File: config.mk
export PLATFORM = sky130hd
export DESIGN_NAME = usx_serial_core
export DESIGN_NICKNAME = d
export VERILOG_FILES = /design/src/inc/usx_pkg.sv /design/src/rtl/usx_serial_core.sv /design/src/rtl/usx_bit_clock.sv /design/src/rtl/usx_rx_fifo.sv
export VERILOG_INCLUDE_DIRS = /design/src /design/src/inc
export SDC_FILE = /design/constraint.sdc
export NUM_CORES = 1
export LEC_CHECK = 0
export ABC_AREA = 1
export BUFFER_PORTS_ARGS = -buffer_cell sky130_fd_sc_hd__buf_2
export CAP_MARGIN = 10
export CORE_UTILIZATION = 41
export CTS_BUF_LIST = sky130_fd_sc_hd__clkbuf_8
export DETAILED_ROUTE_END_ITERATION = 8
export PLACE_DENSITY_LB_ADDON = 0.2
export RECOVER_POWER = 100
export SLEW_MARGIN = 20
export SYNTH_ARGS = -nofsm -noshare
export SYNTH_HDL_FRONTEND = slang
export SYNTH_HIERARCHICAL = 1
export SYNTH_SLANG_ARGS = --single-unit
File: constraint.sdc
create_clock -name core_clk -period 3.04 [get_ports core_clk]
set_clock_uncertainty 0.1 [all_clocks]
set_input_delay 0.304 -clock core_clk [delete_from_list [all_inputs] [get_ports core_clk]]
set_output_delay 0.304 -clock core_clk [all_outputs]
set_load 0.005 [all_outputs]
File: src/inc/usx_defines.svh
`ifndef USX_DEFINES_SVH
`define USX_DEFINES_SVH
// Register byte addresses
`define USX_A_STATUS 12'h000
`define USX_A_CTRLB 12'h004
`define USX_A_CTRLC 12'h008
`define USX_A_DATA 12'h00C
`define USX_A_BAUD 12'h010
// Status register bits
`define USX_ST_RXC 7
`define USX_ST_TXC 6
`define USX_ST_UDRE 5
`define USX_ST_FE 4
`define USX_ST_DOR 3
`define USX_ST_UPE 2
// Control register B bits
`define USX_CB_RXCIE 7
`define USX_CB_TXCIE 6
`define USX_CB_UDRIE 5
`define USX_CB_RXEN 4
`define USX_CB_TRANSMIT_ENABLE_BIT 3
`define USX_CB_SZ2 2
`define USX_CB_RXB8 1
`define USX_CB_TX_NINTH_BIT 0
// Control register C fields
`define USX_CC_SYNC 6
`define USX_CC_UPM 5:4
`define USX_CC_USBS 3
`define USX_CC_SZ 2:1
// Reset values and codes
`define USX_SZ_RST 2'h3
`define USX_BAUD_RST 12'h000
`define USX_SZ_NINE 3'h7
`define USX_FIFO_FULL 2'h2
`endif

File: src/inc/usx_pkg.sv
package usx_pkg;
  typedef enum logic [2:0] {
    TX_IDLE = 3'h0, TX_START = 3'h1, TX_DATA = 3'h2, TX_PAR = 3'h3,
    TX_STOP1 = 3'h4, TX_STOP2 = 3'h5, TX_END = 3'h6
  } usx_tx_e;
  typedef enum logic [2:0] {
    RX_IDLE = 3'h0, RX_START = 3'h1, RX_DATA = 3'h2, RX_PAR = 3'h3, RX_STOP = 3'h4
  } usx_rx_e;
  // One buffered frame with its status
  typedef struct packed {
    logic [8:0] data;
    logic fe, dor, upe;
  } usx_entry_s;
  typedef struct packed {
    usx_entry_s slot0, slot1;
    logic [1:0] count;
  } usx_fifo_s;
  typedef struct packed {
    logic xckMeta, xckSync, xckPrev, txTick, rxTick;
    logic [11:0] txCnt, rxCnt;
  } usx_clk_s;
  typedef struct packed {
    logic rxcie, txcie, udrie, rxen, transmit_enable_bit, sz2, tx_ninth_bit;
    logic syncMode, usbs;
    logic [1:0] upm, sz;
    logic [11:0] baud;
    logic txc, txBufFull, txOn, txLine, txPar;
    logic [8:0] txBuf, txShift;
    logic [3:0] txCnt;
    usx_tx_e txState;
    logic rxMeta, rxSync, rxPerr, dorPending;
    logic [8:0] rxShift;
    logic [3:0] rxCnt;
    usx_rx_e rxState;
    logic [31:0] rdData;
    logic rdErr, rdPop;
  } usx_core_s;
endpackage : usx_pkg

File: src/rtl/usx_serial_core.sv
// Overview of operation
// - Buffer-empty flag high exactly while buffer empty
// - Buffer-empty interrupt requested while flag set
// - Data write loads buffer, clears empty flag
// - Complete flag set when frame out, buffer empty
// - Complete flag cleared by service or one-write
// - Complete interrupt requested when complete flag sets
// - Parity bit sent between data and stop
// - Transmit disable waits for shifter and buffer
// - Receive enable takes over the input pin
// - Synchronous mode clocks bits from transfer pin
// - Valid start begins frame; second stop ignored
// - First stop moves frame into receive buffer
// - Short characters read with upper bits zero
// - Ninth bit and errors stored per entry
// - Start, data LSB first, parity, stops; idle high
// - Even parity is XOR; odd inverts it
// - Shifter loads when idle or after stop
// - Receive-complete tracks buffer; disable flushes it
//
// Chosen here: register access over APB and the register offsets.
`timescale 1ns/10ps
`default_nettype none
`include "usx_defines.svh"
module usx_serial_core (
  input wire logic core_clk,
  input wire logic sys_rst,
  input wire logic psel,
  input wire logic penable,
  input wire logic pwrite,
  input wire logic [11:0] paddr,
  input wire logic [31:0] pwdata,
  output logic [31:0] prdata,
  output logic pready,
  output logic pslverr,
  input wire logic serialInPin,
  input wire logic transferClockPin,
  output logic serialOutPin,
  output logic serialOutEnable,
  output logic serialInOverride,
  input wire logic globalIrqEnable,
  input wire logic txCompleteAck,
  output logic txBufferEmptyIrq,
  output logic txCompleteIrq,
  output logic rxCompleteIrq
);
  usx_pkg::usx_core_s st, next_;
  usx_pkg::usx_entry_s head, newEntry;
  logic [1:0] fifoCount;
  logic txTick, rxTick, rxRestart, push, pop;
  logic wrAcc, rdAcc, rdSetup, mapped, dataWr, rxc, udre, headOk, txLoad, txcSet;
  logic [3:0] nBits;
  logic [8:0] charMask;
  logic [7:0] statusVal, ctrlBVal, ctrlCVal;

  // Data bits per character from the size code
  function automatic logic [3:0] dataBits(input logic [2:0] code);
    dataBits = (code == `USX_SZ_NINE) ? 4'h9 : 4'h5 + {2'h0, code[1:0]};
  endfunction : dataBits

  // Bus decode; every access completes without wait states
  assign wrAcc = psel & penable & pwrite;
  assign rdAcc = psel & penable & ~pwrite;
  assign rdSetup = psel & ~penable & ~pwrite;
  assign dataWr = wrAcc && (paddr == `USX_A_DATA);
  assign mapped = paddr inside {`USX_A_STATUS, `USX_A_CTRLB, `USX_A_CTRLC, `USX_A_DATA, `USX_A_BAUD};
  assign pready = 1'b1;
  assign prdata = st.rdData;
  // Error flag is left over from the last read setup, so writes must mask it
  assign pslverr = st.rdErr & psel & penable & ~pwrite;
  assign pop = rdAcc & st.rdPop;

  // Flags and pins
  assign nBits = dataBits({st.sz2, st.sz});
  assign charMask = ~(9'h1FF << nBits);
  assign rxc = fifoCount != 2'h0;
  assign headOk = rxc;
  assign udre = ~st.txBufFull;
  assign serialOutPin = st.txLine;
  assign serialOutEnable = st.txOn;
  assign serialInOverride = st.rxen;

  // Interrupt requests are levels gated by enables
  // buffer-empty request
  assign txBufferEmptyIrq = udre & st.udrie & globalIrqEnable;
  assign txCompleteIrq = st.txc & st.txcie & globalIrqEnable;
  assign rxCompleteIrq = rxc & st.rxcie & globalIrqEnable;

  usx_bit_clock u_clk (
    .core_clk(core_clk),
    .sys_rst(sys_rst),
    .syncMode(st.syncMode),
    .baudDiv(st.baud),
    .transferClockPin(transferClockPin),
    .rxRestart(rxRestart),
    .txTick(txTick),
    .rxTick(rxTick)
  );

  usx_rx_fifo u_fifo (
    .core_clk(core_clk),
    .sys_rst(sys_rst),
    .flush(~st.rxen),
    .push(push),
    .pushEntry(newEntry),
    .pop(pop),
    .head(head),
    .count(fifoCount)
  );

  // Readable register images; status of the head entry only when valid
  always_comb begin
    statusVal = 8'h00;
    statusVal[`USX_ST_RXC] = rxc;
    statusVal[`USX_ST_TXC] = st.txc;
    statusVal[`USX_ST_UDRE] = udre;
    statusVal[`USX_ST_FE] = headOk & head.fe;
    statusVal[`USX_ST_DOR] = headOk & head.dor;
    statusVal[`USX_ST_UPE] = headOk & head.upe;
    ctrlBVal = 8'h00;
    ctrlBVal[`USX_CB_RXCIE] = st.rxcie;
    ctrlBVal[`USX_CB_TXCIE] = st.txcie;
    ctrlBVal[`USX_CB_UDRIE] = st.udrie;
    ctrlBVal[`USX_CB_RXEN] = st.rxen;
    ctrlBVal[`USX_CB_TRANSMIT_ENABLE_BIT] = st.transmit_enable_bit;
    ctrlBVal[`USX_CB_SZ2] = st.sz2;
    ctrlBVal[`USX_CB_RXB8] = headOk & head.data[8];
    ctrlBVal[`USX_CB_TX_NINTH_BIT] = st.tx_ninth_bit;
    ctrlCVal = 8'h00;
    ctrlCVal[`USX_CC_SYNC] = st.syncMode;
    ctrlCVal[`USX_CC_UPM] = st.upm;
    ctrlCVal[`USX_CC_USBS] = st.usbs;
    ctrlCVal[`USX_CC_SZ] = st.sz;
  end

  // Frame leaving the shifter at the first stop bit
  assign newEntry = '{data: st.rxShift, fe: ~st.rxSync, dor: st.dorPending, upe: st.rxPerr & st.upm[1]};
  assign push = st.rxen && (st.rxState == usx_pkg::RX_STOP) && rxTick && (fifoCount != `USX_FIFO_FULL);
  assign rxRestart = st.rxen && !st.syncMode && (st.rxState == usx_pkg::RX_IDLE) && !st.rxSync;

  // Whole next state: bus, transmitter, receiver
  always_comb begin
    next_ = st;
    txLoad = 1'b0;
    txcSet = 1'b0;
    next_.rxMeta = serialInPin;
    next_.rxSync = st.rxMeta;
    // Read data are caught in the setup cycle; pop only what was shown
    if (rdSetup) begin
      next_.rdErr = !mapped;
      next_.rdPop = (paddr == `USX_A_DATA) && headOk;
      unique case (paddr)
        `USX_A_STATUS: next_.rdData = {24'h0, statusVal};
        `USX_A_CTRLB: next_.rdData = {24'h0, ctrlBVal};
        `USX_A_CTRLC: next_.rdData = {24'h0, ctrlCVal};
        `USX_A_DATA: next_.rdData = headOk ? {24'h0, head.data[7:0]} : 32'h0;
        `USX_A_BAUD: next_.rdData = {20'h0, st.baud};
        default: next_.rdData = 32'h0;
      endcase
    end
    if (wrAcc && (paddr == `USX_A_CTRLB)) begin
      next_.rxcie = pwdata[`USX_CB_RXCIE];
      next_.txcie = pwdata[`USX_CB_TXCIE];
      next_.udrie = pwdata[`USX_CB_UDRIE];
      next_.rxen = pwdata[`USX_CB_RXEN];
      next_.transmit_enable_bit = pwdata[`USX_CB_TRANSMIT_ENABLE_BIT];
      next_.sz2 = pwdata[`USX_CB_SZ2];
      next_.tx_ninth_bit = pwdata[`USX_CB_TX_NINTH_BIT];
    end
    if (wrAcc && (paddr == `USX_A_CTRLC)) begin
      next_.syncMode = pwdata[`USX_CC_SYNC];
      next_.upm = pwdata[`USX_CC_UPM];
      next_.usbs = pwdata[`USX_CC_USBS];
      next_.sz = pwdata[`USX_CC_SZ];
    end
    if (wrAcc && (paddr == `USX_A_BAUD)) begin
      next_.baud = pwdata[11:0];
    end
    // Transmit frame sequencer, stepped on the bit tick; TX_DATA spans all data bits
    unique case (st.txState)
      usx_pkg::TX_IDLE: txLoad = st.txOn && st.txBufFull;
      usx_pkg::TX_START: if (txTick) begin
        next_.txLine = 1'b0;
        next_.txState = usx_pkg::TX_DATA;
      end
      usx_pkg::TX_DATA: if (txTick) begin
        next_.txLine = st.txShift[st.txCnt];
        next_.txCnt = st.txCnt + 4'h1;
        if (st.txCnt == nBits - 4'h1) begin
          next_.txState = st.upm[1] ? usx_pkg::TX_PAR : usx_pkg::TX_STOP1;
        end
      end
      usx_pkg::TX_PAR: if (txTick) begin
        next_.txLine = st.txPar;
        next_.txState = usx_pkg::TX_STOP1;
      end
      usx_pkg::TX_STOP1: if (txTick) begin
        next_.txLine = 1'b1;
        next_.txState = st.usbs ? usx_pkg::TX_STOP2 : usx_pkg::TX_END;
      end
      usx_pkg::TX_STOP2: if (txTick) begin
        next_.txState = usx_pkg::TX_END;
      end
      // Last stop period is over: chain the next frame or finish
      usx_pkg::TX_END: if (txTick) begin
        if (st.txOn && st.txBufFull) begin
          txLoad = 1'b1;
        end else begin
          txcSet = 1'b1;
          next_.txState = usx_pkg::TX_IDLE;
        end
      end
      default: next_.txState = usx_pkg::TX_IDLE;
    endcase
    if (txLoad) begin
      next_.txShift = st.txBuf;
      next_.txPar = ^(st.txBuf & charMask) ^ st.upm[0];
      next_.txCnt = 4'h0;
      next_.txBufFull = 1'b0;
      next_.txState = (st.txState == usx_pkg::TX_END) ? usx_pkg::TX_DATA : usx_pkg::TX_START;
      if (st.txState == usx_pkg::TX_END) begin
        next_.txLine = 1'b0;
      end
    end
    // data write fills buffer, after a same-cycle load
    if (dataWr) begin
      next_.txBuf = {st.tx_ninth_bit, pwdata[7:0]};
      next_.txBufFull = 1'b1;
    end
    next_.txOn = st.transmit_enable_bit | (st.txOn & ((st.txState != usx_pkg::TX_IDLE) | st.txBufFull));
    // clear by service or one-write; set wins
    if (txCompleteAck || (wrAcc && (paddr == `USX_A_STATUS) && pwdata[`USX_ST_TXC])) begin
      next_.txc = 1'b0;
    end
    if (txcSet) begin
      next_.txc = 1'b1;
    end
    unique case (st.rxState)
      usx_pkg::RX_IDLE: if (rxRestart) begin
        next_.rxState = usx_pkg::RX_START;
      end else if (st.syncMode && rxTick && !st.rxSync) begin
        next_.rxState = usx_pkg::RX_DATA;
        next_.rxShift = 9'h000;
        next_.rxCnt = 4'h0;
      end
      // Mid-bit recheck rejects glitches as start bits
      usx_pkg::RX_START: if (rxTick) begin
        next_.rxState = st.rxSync ? usx_pkg::RX_IDLE : usx_pkg::RX_DATA;
        next_.rxShift = 9'h000;
        next_.rxCnt = 4'h0;
      end
      usx_pkg::RX_DATA: if (rxTick) begin
        next_.rxShift[st.rxCnt] = st.rxSync;
        next_.rxCnt = st.rxCnt + 4'h1;
        if (st.rxCnt == nBits - 4'h1) begin
          next_.rxState = st.upm[1] ? usx_pkg::RX_PAR : usx_pkg::RX_STOP;
        end
      end
      usx_pkg::RX_PAR: if (rxTick) begin
        next_.rxPerr = st.rxSync != (^(st.rxShift & charMask) ^ st.upm[0]);
        next_.rxState = usx_pkg::RX_STOP;
      end
      // Only the first stop is checked; a second one looks like idle
      usx_pkg::RX_STOP: if (rxTick) begin
        next_.rxState = usx_pkg::RX_IDLE;
        next_.rxPerr = 1'b0;
        next_.dorPending = !push;
      end
      default: next_.rxState = usx_pkg::RX_IDLE;
    endcase
    if (!st.rxen) begin
      next_.rxState = usx_pkg::RX_IDLE;
      next_.dorPending = 1'b0;
      next_.rxPerr = 1'b0;
    end
  end

  // State register
  always_ff @(posedge core_clk) begin
    if (sys_rst) begin
      st <= '0;
      st.txLine <= 1'b1;
      st.rxMeta <= 1'b1;
      st.rxSync <= 1'b1;
      st.sz <= `USX_SZ_RST;
      st.baud <= `USX_BAUD_RST;
    end else begin
      st <= next_;
    end
  end
endmodule : usx_serial_core
`default_nettype wire

File: src/rtl/usx_bit_clock.sv
`timescale 1ns/10ps
`default_nettype none
module usx_bit_clock (
  input wire logic core_clk,
  input wire logic sys_rst,
  input wire logic syncMode,
  input wire logic [11:0] baudDiv,
  input wire logic transferClockPin,
  input wire logic rxRestart,
  output logic txTick,
  output logic rxTick
);
  usx_pkg::usx_clk_s st, next_;
  logic xckRise;

  // Edge taken after the second stage only
  assign xckRise = st.xckSync & ~st.xckPrev;
  assign txTick = st.txTick;
  assign rxTick = st.rxTick;

  // Bit ticks: divider period baudDiv+1, or the outside transfer clock
  always_comb begin
    next_ = st;
    next_.xckMeta = transferClockPin;
    next_.xckSync = st.xckMeta;
    next_.xckPrev = st.xckSync;
    next_.txTick = 1'b0;
    next_.rxTick = 1'b0;
    if (syncMode) begin
      next_.txTick = xckRise;
      next_.rxTick = xckRise;
    end else begin
      if (st.txCnt == 12'h000) begin
        next_.txCnt = baudDiv;
        next_.txTick = 1'b1;
      end else begin
        next_.txCnt = st.txCnt - 12'h001;
      end
      // Restart lands the samples mid bit
      if (rxRestart) begin
        next_.rxCnt = {1'b0, baudDiv[11:1]};
      end else if (st.rxCnt == 12'h000) begin
        next_.rxCnt = baudDiv;
        next_.rxTick = 1'b1;
      end else begin
        next_.rxCnt = st.rxCnt - 12'h001;
      end
    end
  end

  // State register
  always_ff @(posedge core_clk) begin
    if (sys_rst) begin
      st <= '0;
    end else begin
      st <= next_;
    end
  end
endmodule : usx_bit_clock
`default_nettype wire

File: src/rtl/usx_rx_fifo.sv
`timescale 1ns/10ps
`default_nettype none
`include "usx_defines.svh"
module usx_rx_fifo (
  input wire logic core_clk,
  input wire logic sys_rst,
  input wire logic flush,
  input wire logic push,
  input wire usx_pkg::usx_entry_s pushEntry,
  input wire logic pop,
  output usx_pkg::usx_entry_s head,
  output logic [1:0] count
);
  usx_pkg::usx_fifo_s st, next_;
  logic popOk;
  logic pushOk;

  // Head always sits in slot0, so read data come from a register
  assign head = st.slot0;
  assign count = st.count;
  assign popOk = pop && (st.count != 2'h0);
  assign pushOk = push && ((st.count != `USX_FIFO_FULL) || popOk);

  // Shift-style two entry queue; flush wins over everything
  always_comb begin
    logic [1:0] cnt;
    cnt = st.count;
    next_ = st;
    if (popOk) begin
      next_.slot0 = st.slot1;
      cnt = cnt - 2'h1;
    end
    if (pushOk) begin
      if (cnt == 2'h0) begin
        next_.slot0 = pushEntry;
      end else begin
        next_.slot1 = pushEntry;
      end
      cnt = cnt + 2'h1;
    end
    next_.count = flush ? 2'h0 : cnt;
  end

  // State register
  always_ff @(posedge core_clk) begin
    if (sys_rst) begin
      st <= '0;
    end else begin
      st <= next_;
    end
  end
endmodule : usx_rx_fifo
`default_nettype wire

==> results of run 1 <==
kinds of logic (layout without fill, tap and decap cells):
kind of cell	count (synthesis)	after routing	synth area share
DFF	144	144	0.338
xor gates and xnor gates	13	13	0.0134
other	2	21	0.000882
muxes	1	1	0.00118
buffers and inverters	254	263	0.140
and+or+nand+nor	665	665	0.348
adders and majority gates	16	16	0.0235
AOI/OAI and AO/OA	211	211	0.135
power breakdown:
group	total (uW)	switching, uW	internal (uW)
sequential	2170	144	2030
combinational	1500	971	531
clock	1600	757	840
total	5270	1870	3400
critical path, delay by kind of cell (launching register included):
family	cells	cell delay, ns
DFF	1	0.44
buffers and inverters	1	0.09
xor gates and xnor gates	1	0.14
and+or+nand+nor	8	0.84
AOI/OAI and AO/OA	2	0.22
adders and majority gates	2	0.74
placed cells by master, fill, tap and decap left out, types with 5 or more instances in the layout:
cell type,instances
ha_1,16
nand4_1,18
or2_2,6
nor2_1,168
nand3b_1,5
a21oi_1,97
inv_1,160
dfxtp_1,144
conb_1,21
dlygate4sd3_1,6
nor3_1,8
xnor2_1,6
o211ai_1,6
clkbuf_8,19
nand2_1,314
o21a_1,8
clkbuf_1,14
nor2_4,5
o21ai_0,78
buf_4,5
xor2_1,7
nor2_2,6
buf_2,40
o21ai_1,6
nand3_1,115
inv_2,7
state kept, by name (all words and copies together) (netlist names):
signal and cells:
serialOutPin 1, u_clk/txTick 1, u_clk/st 25, next_ 1, ctrlCVal 6, ctrlBVal 6, serialInOverride 1, u_fifo/head 12
u_clk/next_ 2, serialOutEnable 1, prdata 12, st 51, u_fifo/st 12, u_fifo/count 2, newEntry 10, u_clk/rxTick 1
worst min-delay path by stage:
stage / to / slack (ns) / depth (start not counted)
CTS: st[87] / 0.003 / 3
global route: st[71] / 0.02 / 3
finish: st[87] / 0.03 / 3
global placement: st[52] / 0.30 / 1
floorplan: u_clk/next_[26] / 0.29 / 2
detailed placement: st[52] / 0.29 / 1
cell type report:
type,instances,area (um2)
inverters,167,627
clock buffers,19,262
well taps,270,338
repair buffers,66,355
fillers,2165,11200
clock inverters,11,140
multi-input cells,927,4460
flip-flops and latches,144,2880
routing by layer:
| layer | track usage | share of wire | vias to the layer above |
|---|---|---|---|
| met3 | 0.0359 | 0.035 | 34 |
| met1 | 0.280 | 0.47 | 3611 |
| met2 | 0.353 | 0.47 | 149 |
| met5 | 0 | 0 | - |
| met4 | 0.0828 | 0.023 | 0 |
| li1 | - | - | 4144 |
metrics by stage:
| stage | total power [uW] | cells | cell area, um2 | util | setup slack [ns] |
|---|---|---|---|---|---|
| 3_5_place_dp | 3690 | 1568 | 8690 | 0.428 | 0.392 |
| 4_1_cts | 5300 | 1604 | 9150 | 0.451 | 0.371 |
| 3_3_place_gp | 3690 | 1568 | 8690 | 0.428 | 0.426 |
| 2_1_floorplan | 3410 | 1325 | 8590 | - | 0.866 |
| 6_report | 5270 | 1604 | 9060 | 0.446 | 0.395 |
| 5_1_grt | 5620 | 1604 | 9060 | 0.446 | 0.0371 |
==> qor.yml, run 1 <==
timing:
  hold_viol_final: 0
  maxSlewHeadroom: 0.00292
  fmax_ghz: 0.378
  period_share: 0.870
  holdWs_ns: 0.0280
  period_needed_ns: 2.64
  tightest_slew_ns: 1.50
  rsz0062_at_grt: "false"
  slew_viol_final: 0
  setup_viol: 0
  fin_tns_setup_ns: 0
clock_network:
  root_buffer: "clkbuf_8"
  post_cts_buffers: 0
  cts_tree: "done"
  numClockSinks: 144
  cts_resized: 0
  htree_levels: 4
  cts_buffers: 17
  postCtsHoldBufs: 6
  clkTransAtPathRegs_ns: 0.08
  clock_latency_ns: 0.46
  cts_buffer_depth: 2
route:
  drt_pre_antenna_iters: 6
  route.detailed.drc: 0
  dr_total_vias: 7938
  drtAntennaViolNets: 0
  wirelength_um: 22800
  viasPerCell: 4.95
  drtIter0Drc: 564
  wl_per_cell_um: 14.2
logic_synthesis:
  synthTopCellsByArea: "dfxtp_1, nand2_1, nor2_1"
  synthesis.area_um2: 8520
  yosysWarnings: 6
  ys_seq_area_frac: 0.338
  synth_top_area_cell: "dfxtp_1"
  syn_avg_cell_area_um2: 6.52
  synth_ff_type: "dfxtp_1"
  synth_edf_count: 0
  async_reset_ff_frac: 0
  synth_cell_types: 46
  synth_top_area_frac: 0.338
  netlist_top_cells_count: "nand2_1, nor2_1, inv_1"
  synth_seq_cells: 144
  syn_inst: 1306
  synth_most_common_cell: "nand2_1"
grt:
  grt_pass1_wl_um: 36300
  antenna_found_initial: 0
  grt_pass1_vias: 7040
  grt_max_degree: 34
  grt_overflow_total: 0
  grt_util_all_layers: 0.215
placed_design:
  place_hpwl_um: 16600
  place_congestion: 0.893
  numPortBuffers: 51
critical_path:
  end_kind: "register"
  cp-endpoint: "st[35]"
  arrival_ns: 2.94
  cpMostUsedCell: "nand2_1"
  cp_slowest_cell: "dfxtp_1"
  critical_path.startpoint: "ctrlCVal[1]"
  startpoint_type: "register"
  criticalPathCategory: "reg2reg"
  cp_cell_sequence: "ha_1 -> nand2_1 -> nand2_1 -> inv_1 -> ha_1 -> xor2_1 -> o21ai_0 -> a21oi_1 -> nand3_1 -> nand2_1 -> nand2_1 -> nand2_1 -> nand2_1 -> nor2_1"
  worstPathMaxFanout: 12
  r2r_cells: 14
  r2r_end: "st[35]"
  r2r_setup_slack_ns: 0.40
  reg2reg_from: "ctrlCVal[1]"
  slowest_delay_ns: 0.44
  crit_required_ns: 3.34
power:
  ir_drop_mv: 0.315
  p_leak_uw: 0.00426
  p_per_area_nw_per_um2: 582
die:
  pin_count: 93
  die_w_um: 146
  dieArea_um2: 21400
  core.rowCount: 52
  floorplan.initialDensity: 0.420
  die_height_um: 146
  core_um2: 20300
worst_hold_path:
  hold_path_class: "in2reg"
  min_from: "pwdata[3]"
outcome:
  status: "complete, but fails checks"
  violations: "capacitance limit"
cells_and_area:
  area_delta_synth_final_pct: 6.39
  diodes: 0
  drive_above_1_share: 0.0877
  nets: 1392
flow_run:
  cap_viol_max_count: 1
No activity file was read; power rests on OpenSTA's default activity.
==> inputs of run 2 (changes only) <==
CELL_PAD_IN_SITES_DETAIL_PLACEMENT = 1   (was unset)
CELL_PAD_IN_SITES_GLOBAL_PLACEMENT = 2   (was unset)
CORE_UTILIZATION = 33   (was 41)
HOLD_SLACK_MARGIN = 0.08   (was unset)
==> run 2 against run 1 <==
The flow now finishes without violations. Worst setup slack lost 0.095 ns. Critical path depth is 1 lower. First-iteration DRC count fell by 38%. Non-clock buffer count increased by 12. Final area grew 3.2%. Clock power rose by 12%. Maximum frequency is 3.5% lower. Die area increased by 24%. Utilization decreased by 7.6 points. Register-to-register slack got worse by 0.095 ns. Hold slack better by 0.076 ns. Sequential power about the same. Critical endpoint is now st[55]. Largest power group unchanged. Highest routed layer unchanged.
==> qor.yml, run 2 (synthesized netlist as in run 1, its figures left out) <==
outcome:
  status: "complete, no violations"
critical_path:
  r2r_cells: 13  # -1
  reg2reg_from: "ctrlCVal[1]"
  criticalPathCategory: "reg2reg"
  arrival_ns: 3.05  # +0.11 ns
  startpoint_type: "register"
  crit_required_ns: 3.35  # about the same
  worstPathMaxFanout: 12  # unchanged
  r2r_setup_slack_ns: 0.30  # -0.10 ns
  end_kind: "register"
  r2r_end: "st[55]"
cells_and_area:
  drive_above_1_share: 0.0943  # +0.00658
  final_util: 0.370  # -0.0762
  fin_cells: 1677  # +4.6%
  fillers: 3302  # +53%
  layout_common_cells: "nand2_1, nor2_1, inv_1"
  registers.top_by_ff_count: "st"
  area_delta_synth_final_pct: 9.75
  diodes: 0  # unchanged
  postLayoutCellArea_um2: 9350  # +3.2%
  multiInputGateArea_um2: 4500  # +0.87%
  layout_commonest_cell: "nand2_1"
  register_area_um2: 2880  # unchanged
  reg_top3: "st: 51 flops, u_clk/st: 25 flops"
  largest_register_ffs: 51  # unchanged
  nets: 1404  # +0.86%
grt:
  grt_util_all_layers: 0.210  # -0.00434
  grt_pass1_wl_um: 43200  # +19%
  grt_max_degree: 44  # +29%
  grt_pass1_vias: 8148  # +16%
  grt_overflow_total: 0  # unchanged
  antenna_found_initial: 0  # unchanged
flow_run:
  cap_viol_max_count: 0  # -1
power:
  p_leak_uw: 0.00439  # +3.0%
  p_per_area_nw_per_um2: 594  # +2.0%
  p_clk_frac: 0.325  # +0.022
  pwr-share-seq: 0.393  # -0.019
  combPwrFrac: 0.282  # -0.003
  sw_frac_of_total: 0.357  # +0.00213
  intPower_uw: 3570  # +4.9%
  switchingPower_uw: 1980  # +5.9%
  ir_drop_mv: 0.299  # -5.0%
timing:
  slew_viol_final: 0  # unchanged
  hold_viol_final: 0  # unchanged
  maxSlewHeadroom: 0.271  # +0.268
  rsz0062_at_grt: "false"
  period_share: 0.901  # +0.0314
  tightest_slew_ns: 1.09  # -0.403 ns
  fmax_ghz: 0.365  # -3.5%
  setup_viol: 0  # unchanged
  period_needed_ns: 2.74  # +0.0954 ns
  fin_tns_setup_ns: 0  # unchanged
worst_hold_path:
  whs_path_depth: 3  # unchanged
  hold_path_class: "in2reg"
  min_from: "pwdata[4]"
  whs_endpoint: "st[88]"
placed_design:
  numPortBuffers: 51  # unchanged
  place_area_um2: 8780  # +1.0%
  place_congestion: 0.804  # -10%
  dp.cells: 1630  # +4.0%
  place_hpwl_um: 20100  # +21%
clock_network:
  cts_buffer_depth: 2  # unchanged
  numClockSinks: 144  # unchanged
  clkTransAtPathRegs_ns: 0.09  # about the same
  htree_levels: 4  # unchanged
  cts_buffers: 17  # unchanged
  root_buffer: "clkbuf_8"
  cts_tree: "done"
  clock_latency_ns: 0.46  # about the same
  post_cts_buffers: 0  # unchanged
route:
  drtAntennaViolNets: 0  # unchanged
  wirelength_um: 26800  # +18%
  wl_per_cell_um: 16.0  # +13%
  drt_pre_antenna_iters: 4  # -2
  route.detailed.drc: 0  # unchanged
  drtIter0Drc: 350  # -38%
  viasPerCell: 4.86  # -1.7%
  dr_total_vias: 8158  # +2.8%
die:
  core.rowCount: 58  # +12%
  pin_count: 93  # unchanged
  floorplan.initialDensity: 0.337  # -0.0823
  die_w_um: 163  # +11%
  dieArea_um2: 26500  # +24%
  die_height_um: 163  # +11%
  core_um2: 25300  # +24%
-- run 2: repair_timing --
action / 4_1_cts / 5_1_grt
hold buffers: 16 / 0
endpoints found under the hold margin: 20 / 0
resized for setup: 0 / 0
-- run 2: worst max-delay path by stage --
stage / startpoint / end / slack (ns) / depth (start not counted)
final: ctrlCVal[1] / st[55] / 0.30 / 13
after global routing: u_fifo/count[0] / u_fifo/head[11] / 0.03 / 12
after CTS: ctrlCVal[1] / st[54] / 0.35 / 12
after detailed placement: ctrlCVal[1] / st[54] / 0.34 / 12
after global placement: ctrlCVal[1] / st[54] / 0.40 / 12
after floorplan: psel / u_fifo/st[6] / 0.87 / 14
-- run 2: per-layer routing --
metal | share of wire | global-route usage
met5 | 0 | 0
met3 | 0.020 | 0.0283
met4 | 0.016 | 0.0607
met1 | 0.47 | 0.264
met2 | 0.50 | 0.372
-- run 2: cell type report --
cell class	count	area share
Clock buffer	22	0.0324
Sequential cell	144	0.308
Tap cell	330	0.0442
Timing Repair Buffer	78	0.0506
Multi-Input combinational cell	927	0.481
Clock inverter	9	0.0165
Inverter	167	0.0671
-- run 2: critical path, cell delays in order (launching register included) --
cell and delay (ns):
dfxtp_1 0.45, ha_1 0.45, nand2_1 0.15, nand2_1 0.17
inv_1 0.10, ha_1 0.33, xnor2_1 0.13, a21oi_1 0.13
nand3_1 0.16, nand2_1 0.12, nand2_1 0.12, nand3_1 0.10
nand2_1 0.07, nor2_1 0.11
-- run 2: per-stage QoR --
| stage | hold slack, ns | worst slack (ns) | power (uW) |
|---|---|---|---|
| after CTS | 0.0867 | 0.349 | 5620 |
| after detailed placement | 0.300 | 0.342 | 3780 |
| after global routing | 0.106 | 0.0299 | 5920 |
| after floorplan | 0.288 | 0.866 | 3410 |
| final | 0.104 | 0.300 | 5550 |
| after global placement | 0.291 | 0.396 | 3760 |
-- run 2: power by group through the flow --
stage	Clock, uW	Sequential, uW	Combinational [uW]
after global routing	1920	2200	1790
after floorplan	0	2180	1240
after CTS	1850	2180	1580
final	1800	2180	1570
after global placement	0	2220	1540
after detailed placement	0	2220	1560
==> inputs of run 3 (changes only) <==
CORE_UTILIZATION = 34   (was 33)
SYNTH_HIERARCHICAL = unset   (was 1)
==> run 3 against run 2 <==
The flow now finishes with violations (capacitance limit, slew limit). Critical endpoint is now st[34]. Sequential power down 3%. Die area down 8.9%. Combinational power down 29%. Via count down 7.3%. Critical path type unchanged. Critical path depth down 1. Hold slack better by 0.081 ns. Final area down 5.4%. Synthesized area down 6.3%. Count of clock-buffer cells in the layout down 4. Power down 12%.
==> qor.yml, run 3 <==
outcome:
  status: "complete, but fails checks"
  violations: "capacitance limit, slew limit"
timing:
  slew_viol_final: 37  # +37
  period_needed_ns: 2.65  # -0.0897 ns
  period_share: 0.872  # -0.0295
  tightest_slew_ns: 1.78  # +0.686 ns
  rsz0062_at_grt: "false"
  fin_tns_setup_ns: 0  # unchanged
  hold_viol_final: 0  # unchanged
  setup_viol: 0  # unchanged
  fmax_ghz: 0.377  # +3.4%
  maxSlewHeadroom: -0.186  # -0.457
route:
  viasPerCell: 4.97  # +2.1%
  drtIter0Drc: 400  # +14%
  wl_per_cell_um: 16.4  # +2.8%
  route.detailed.drc: 0  # unchanged
  wirelength_um: 25000  # -6.7%
  drtAntennaViolNets: 0  # unchanged
  dr_total_vias: 7564  # -7.3%
  drt_pre_antenna_iters: 4  # unchanged
logic_synthesis:
  syn_inst: 1155  # -12%
  synthTopCellsByArea: "dfxtp_1, nand2_1, a21oi_1"
  ys_seq_area_frac: 0.361  # +0.0226
  netlist_top_cells_count: "nand2_1, dfxtp_1, inv_1"
  synth_seq_cells: 144  # unchanged
  synth_ff_type: "dfxtp_1"
  async_reset_ff_frac: 0  # unchanged
  synth_edf_count: 0  # unchanged
  synth_cell_types: 44  # -4.3%
  synth_top_area_cell: "dfxtp_1"
  synth_most_common_cell: "nand2_1"
  synthesis.area_um2: 7980  # -6.3%
  synth_top_area_frac: 0.361  # +0.0226
  syn_avg_cell_area_um2: 6.91  # +6.0%
  yosysWarnings: 0  # -6
critical_path:
  end_kind: "register"
  arrival_ns: 2.89  # -0.16 ns
  r2r_setup_slack_ns: 0.39  # +0.09 ns
  reg2reg_from: "ctrlCVal[2]"
  critical_path.startpoint: "ctrlCVal[2]"
  startpoint_type: "register"
  r2r_end: "st[34]"
  r2r_cells: 12  # -1
  cp-endpoint: "st[34]"
  crit_required_ns: 3.28  # -0.07 ns
  worstPathMaxFanout: 7  # -5
  criticalPathCategory: "reg2reg"
die:
  floorplan.initialDensity: 0.349  # +0.0122
  dieArea_um2: 24100  # -8.9%
  pin_count: 93  # unchanged
  core_um2: 22800  # -9.5%
  die_height_um: 155  # -4.6%
  core.rowCount: 55  # -5.2%
  die_w_um: 155  # -4.6%
clock_network:
  cts_buffers: 17  # unchanged
  clock_latency_ns: 0.46  # about the same
  htree_levels: 4  # unchanged
  root_buffer: "clkbuf_8"
  clkTransAtPathRegs_ns: 0.09  # about the same
  numClockSinks: 144  # unchanged
  postCtsHoldBufs: 15  # -1
  cts_tree: "done"
  cts_resized: 0  # unchanged
  cts_buffer_depth: 2  # unchanged
  post_cts_buffers: 0  # unchanged
cells_and_area:
  largest_register_ffs: 51  # unchanged
  diodes: 0  # unchanged
  final_util: 0.387  # +0.0168
  layout_common_cells: "nand2_1, dfxtp_1, inv_1"
  registers.top_by_ff_count: "st"
  area_delta_synth_final_pct: 10.7
  layout_commonest_cell: "nand2_1"
  reg_top3: "st: 51 flops, u_clk.st: 25 flops"
  nets: 1267  # -9.8%
  drive_above_1_share: 0.0967  # +0.00241
power:
  p_per_area_nw_per_um2: 555  # -6.6%
  p_total_uw: 4910  # -12%
  ir_drop_mv: 0.211  # -29%
  p_leak_uw: 0.00351  # -20%
placed_design:
  place_hpwl_um: 18900  # -5.6%
  numPortBuffers: 51  # unchanged
  place_congestion: 0.812  # +1.0%
grt:
  grt_pass1_wl_um: 40600  # -6.0%
  grt_overflow_total: 0  # unchanged
  grt_util_all_layers: 0.217  # +0.00652
  grt_pass1_vias: 7596  # -6.8%
  grt_max_degree: 37  # -16%
  antenna_found_initial: 0  # unchanged
flow_run:
  cap_viol_max_count: 1  # +1
worst_hold_path:
  whs_path_depth: 4  # +1
  hold_path_class: "in2reg"
-- run 3: cell count changes after synthesis, sizes merged, moves of 12 or more --
cell   delta
o21ai    +39
buf      -14
a21oi    +13
nor2     -71
a31oi    +12
inv      -15
nand3    -17
nand2   -124
-- run 3: routing by layer --
metal,up-vias,global-route usage,wire length [um]
met3,14,0.0348,577
met2,64,0.371,12100
li1,3854,-,-
met1,3632,0.285,12000
met5,-,0,0
met4,0,0.0495,305
-- run 3: worst min path at each step --
stage	from	end
3_3_place_gp	next_[52]	st[52]
2_1_floorplan	u_clk.next_[27]	u_clk.next_[26]
6_report	pwrite	u_fifo.head[1]
3_5_place_dp	next_[52]	st[52]
5_1_grt	pwrite	u_fifo.head[1]
4_1_cts	pwrite	u_fifo.head[1]
-- run 3: layout make-up --
class                      instances  area, um2
sequential                       144       2880
clock buffer                      18        248
multi-input combinational        803       4100
clock inverter                    14        178
inverter                         151        567
timing repair buffer              80        472
tap                              313        392
fill                            3036      14000
-- run 3: cells by family (layout without fill, tap and decap cells) --
group,after synthesis,count (layout),share of synthesized area
AOI/OAI and AO/OA,276,276,0.186
xor gates and xnor gates,20,20,0.0219
adders and majority gates,17,17,0.0266
buffers and inverters,227,263,0.131
DFF,144,144,0.361
muxes,1,1,0.00125
other,2,21,0.000941
and+or+nand+nor,468,468,0.271
-- run 3: stage by stage --
step	instances	instance area [um2]	hold WS (ns)	worst slack [ns]
final	1523	8840	0.185	0.390
after floorplan	1174	8060	0.288	0.821
after detailed placement	1476	8330	0.300	0.438
after global routing	1523	8840	0.175	0.135
after CTS	1523	8910	0.147	0.449
after global placement	1476	8330	0.291	0.493
-- run 3: worst max-delay path, cell delays in order (launching register included) --
cell	delay [ns]
dfxtp_1	0.47
inv_1	0.13
ha_1	0.34
inv_1	0.06
nand3_1	0.13
inv_1	0.06
ha_1	0.33
xor2_1	0.16
nand3_1	0.09
o21bai_1	0.41
nand3_1	0.14
nand2_1	0.10
nor2_1	0.04
-- run 3: power by group --
| group | switching (uW) | internal (uW) |
|---|---|---|
| clock | 834 | 846 |
| sequential | 100 | 2010 |
| combinational | 696 | 417 |
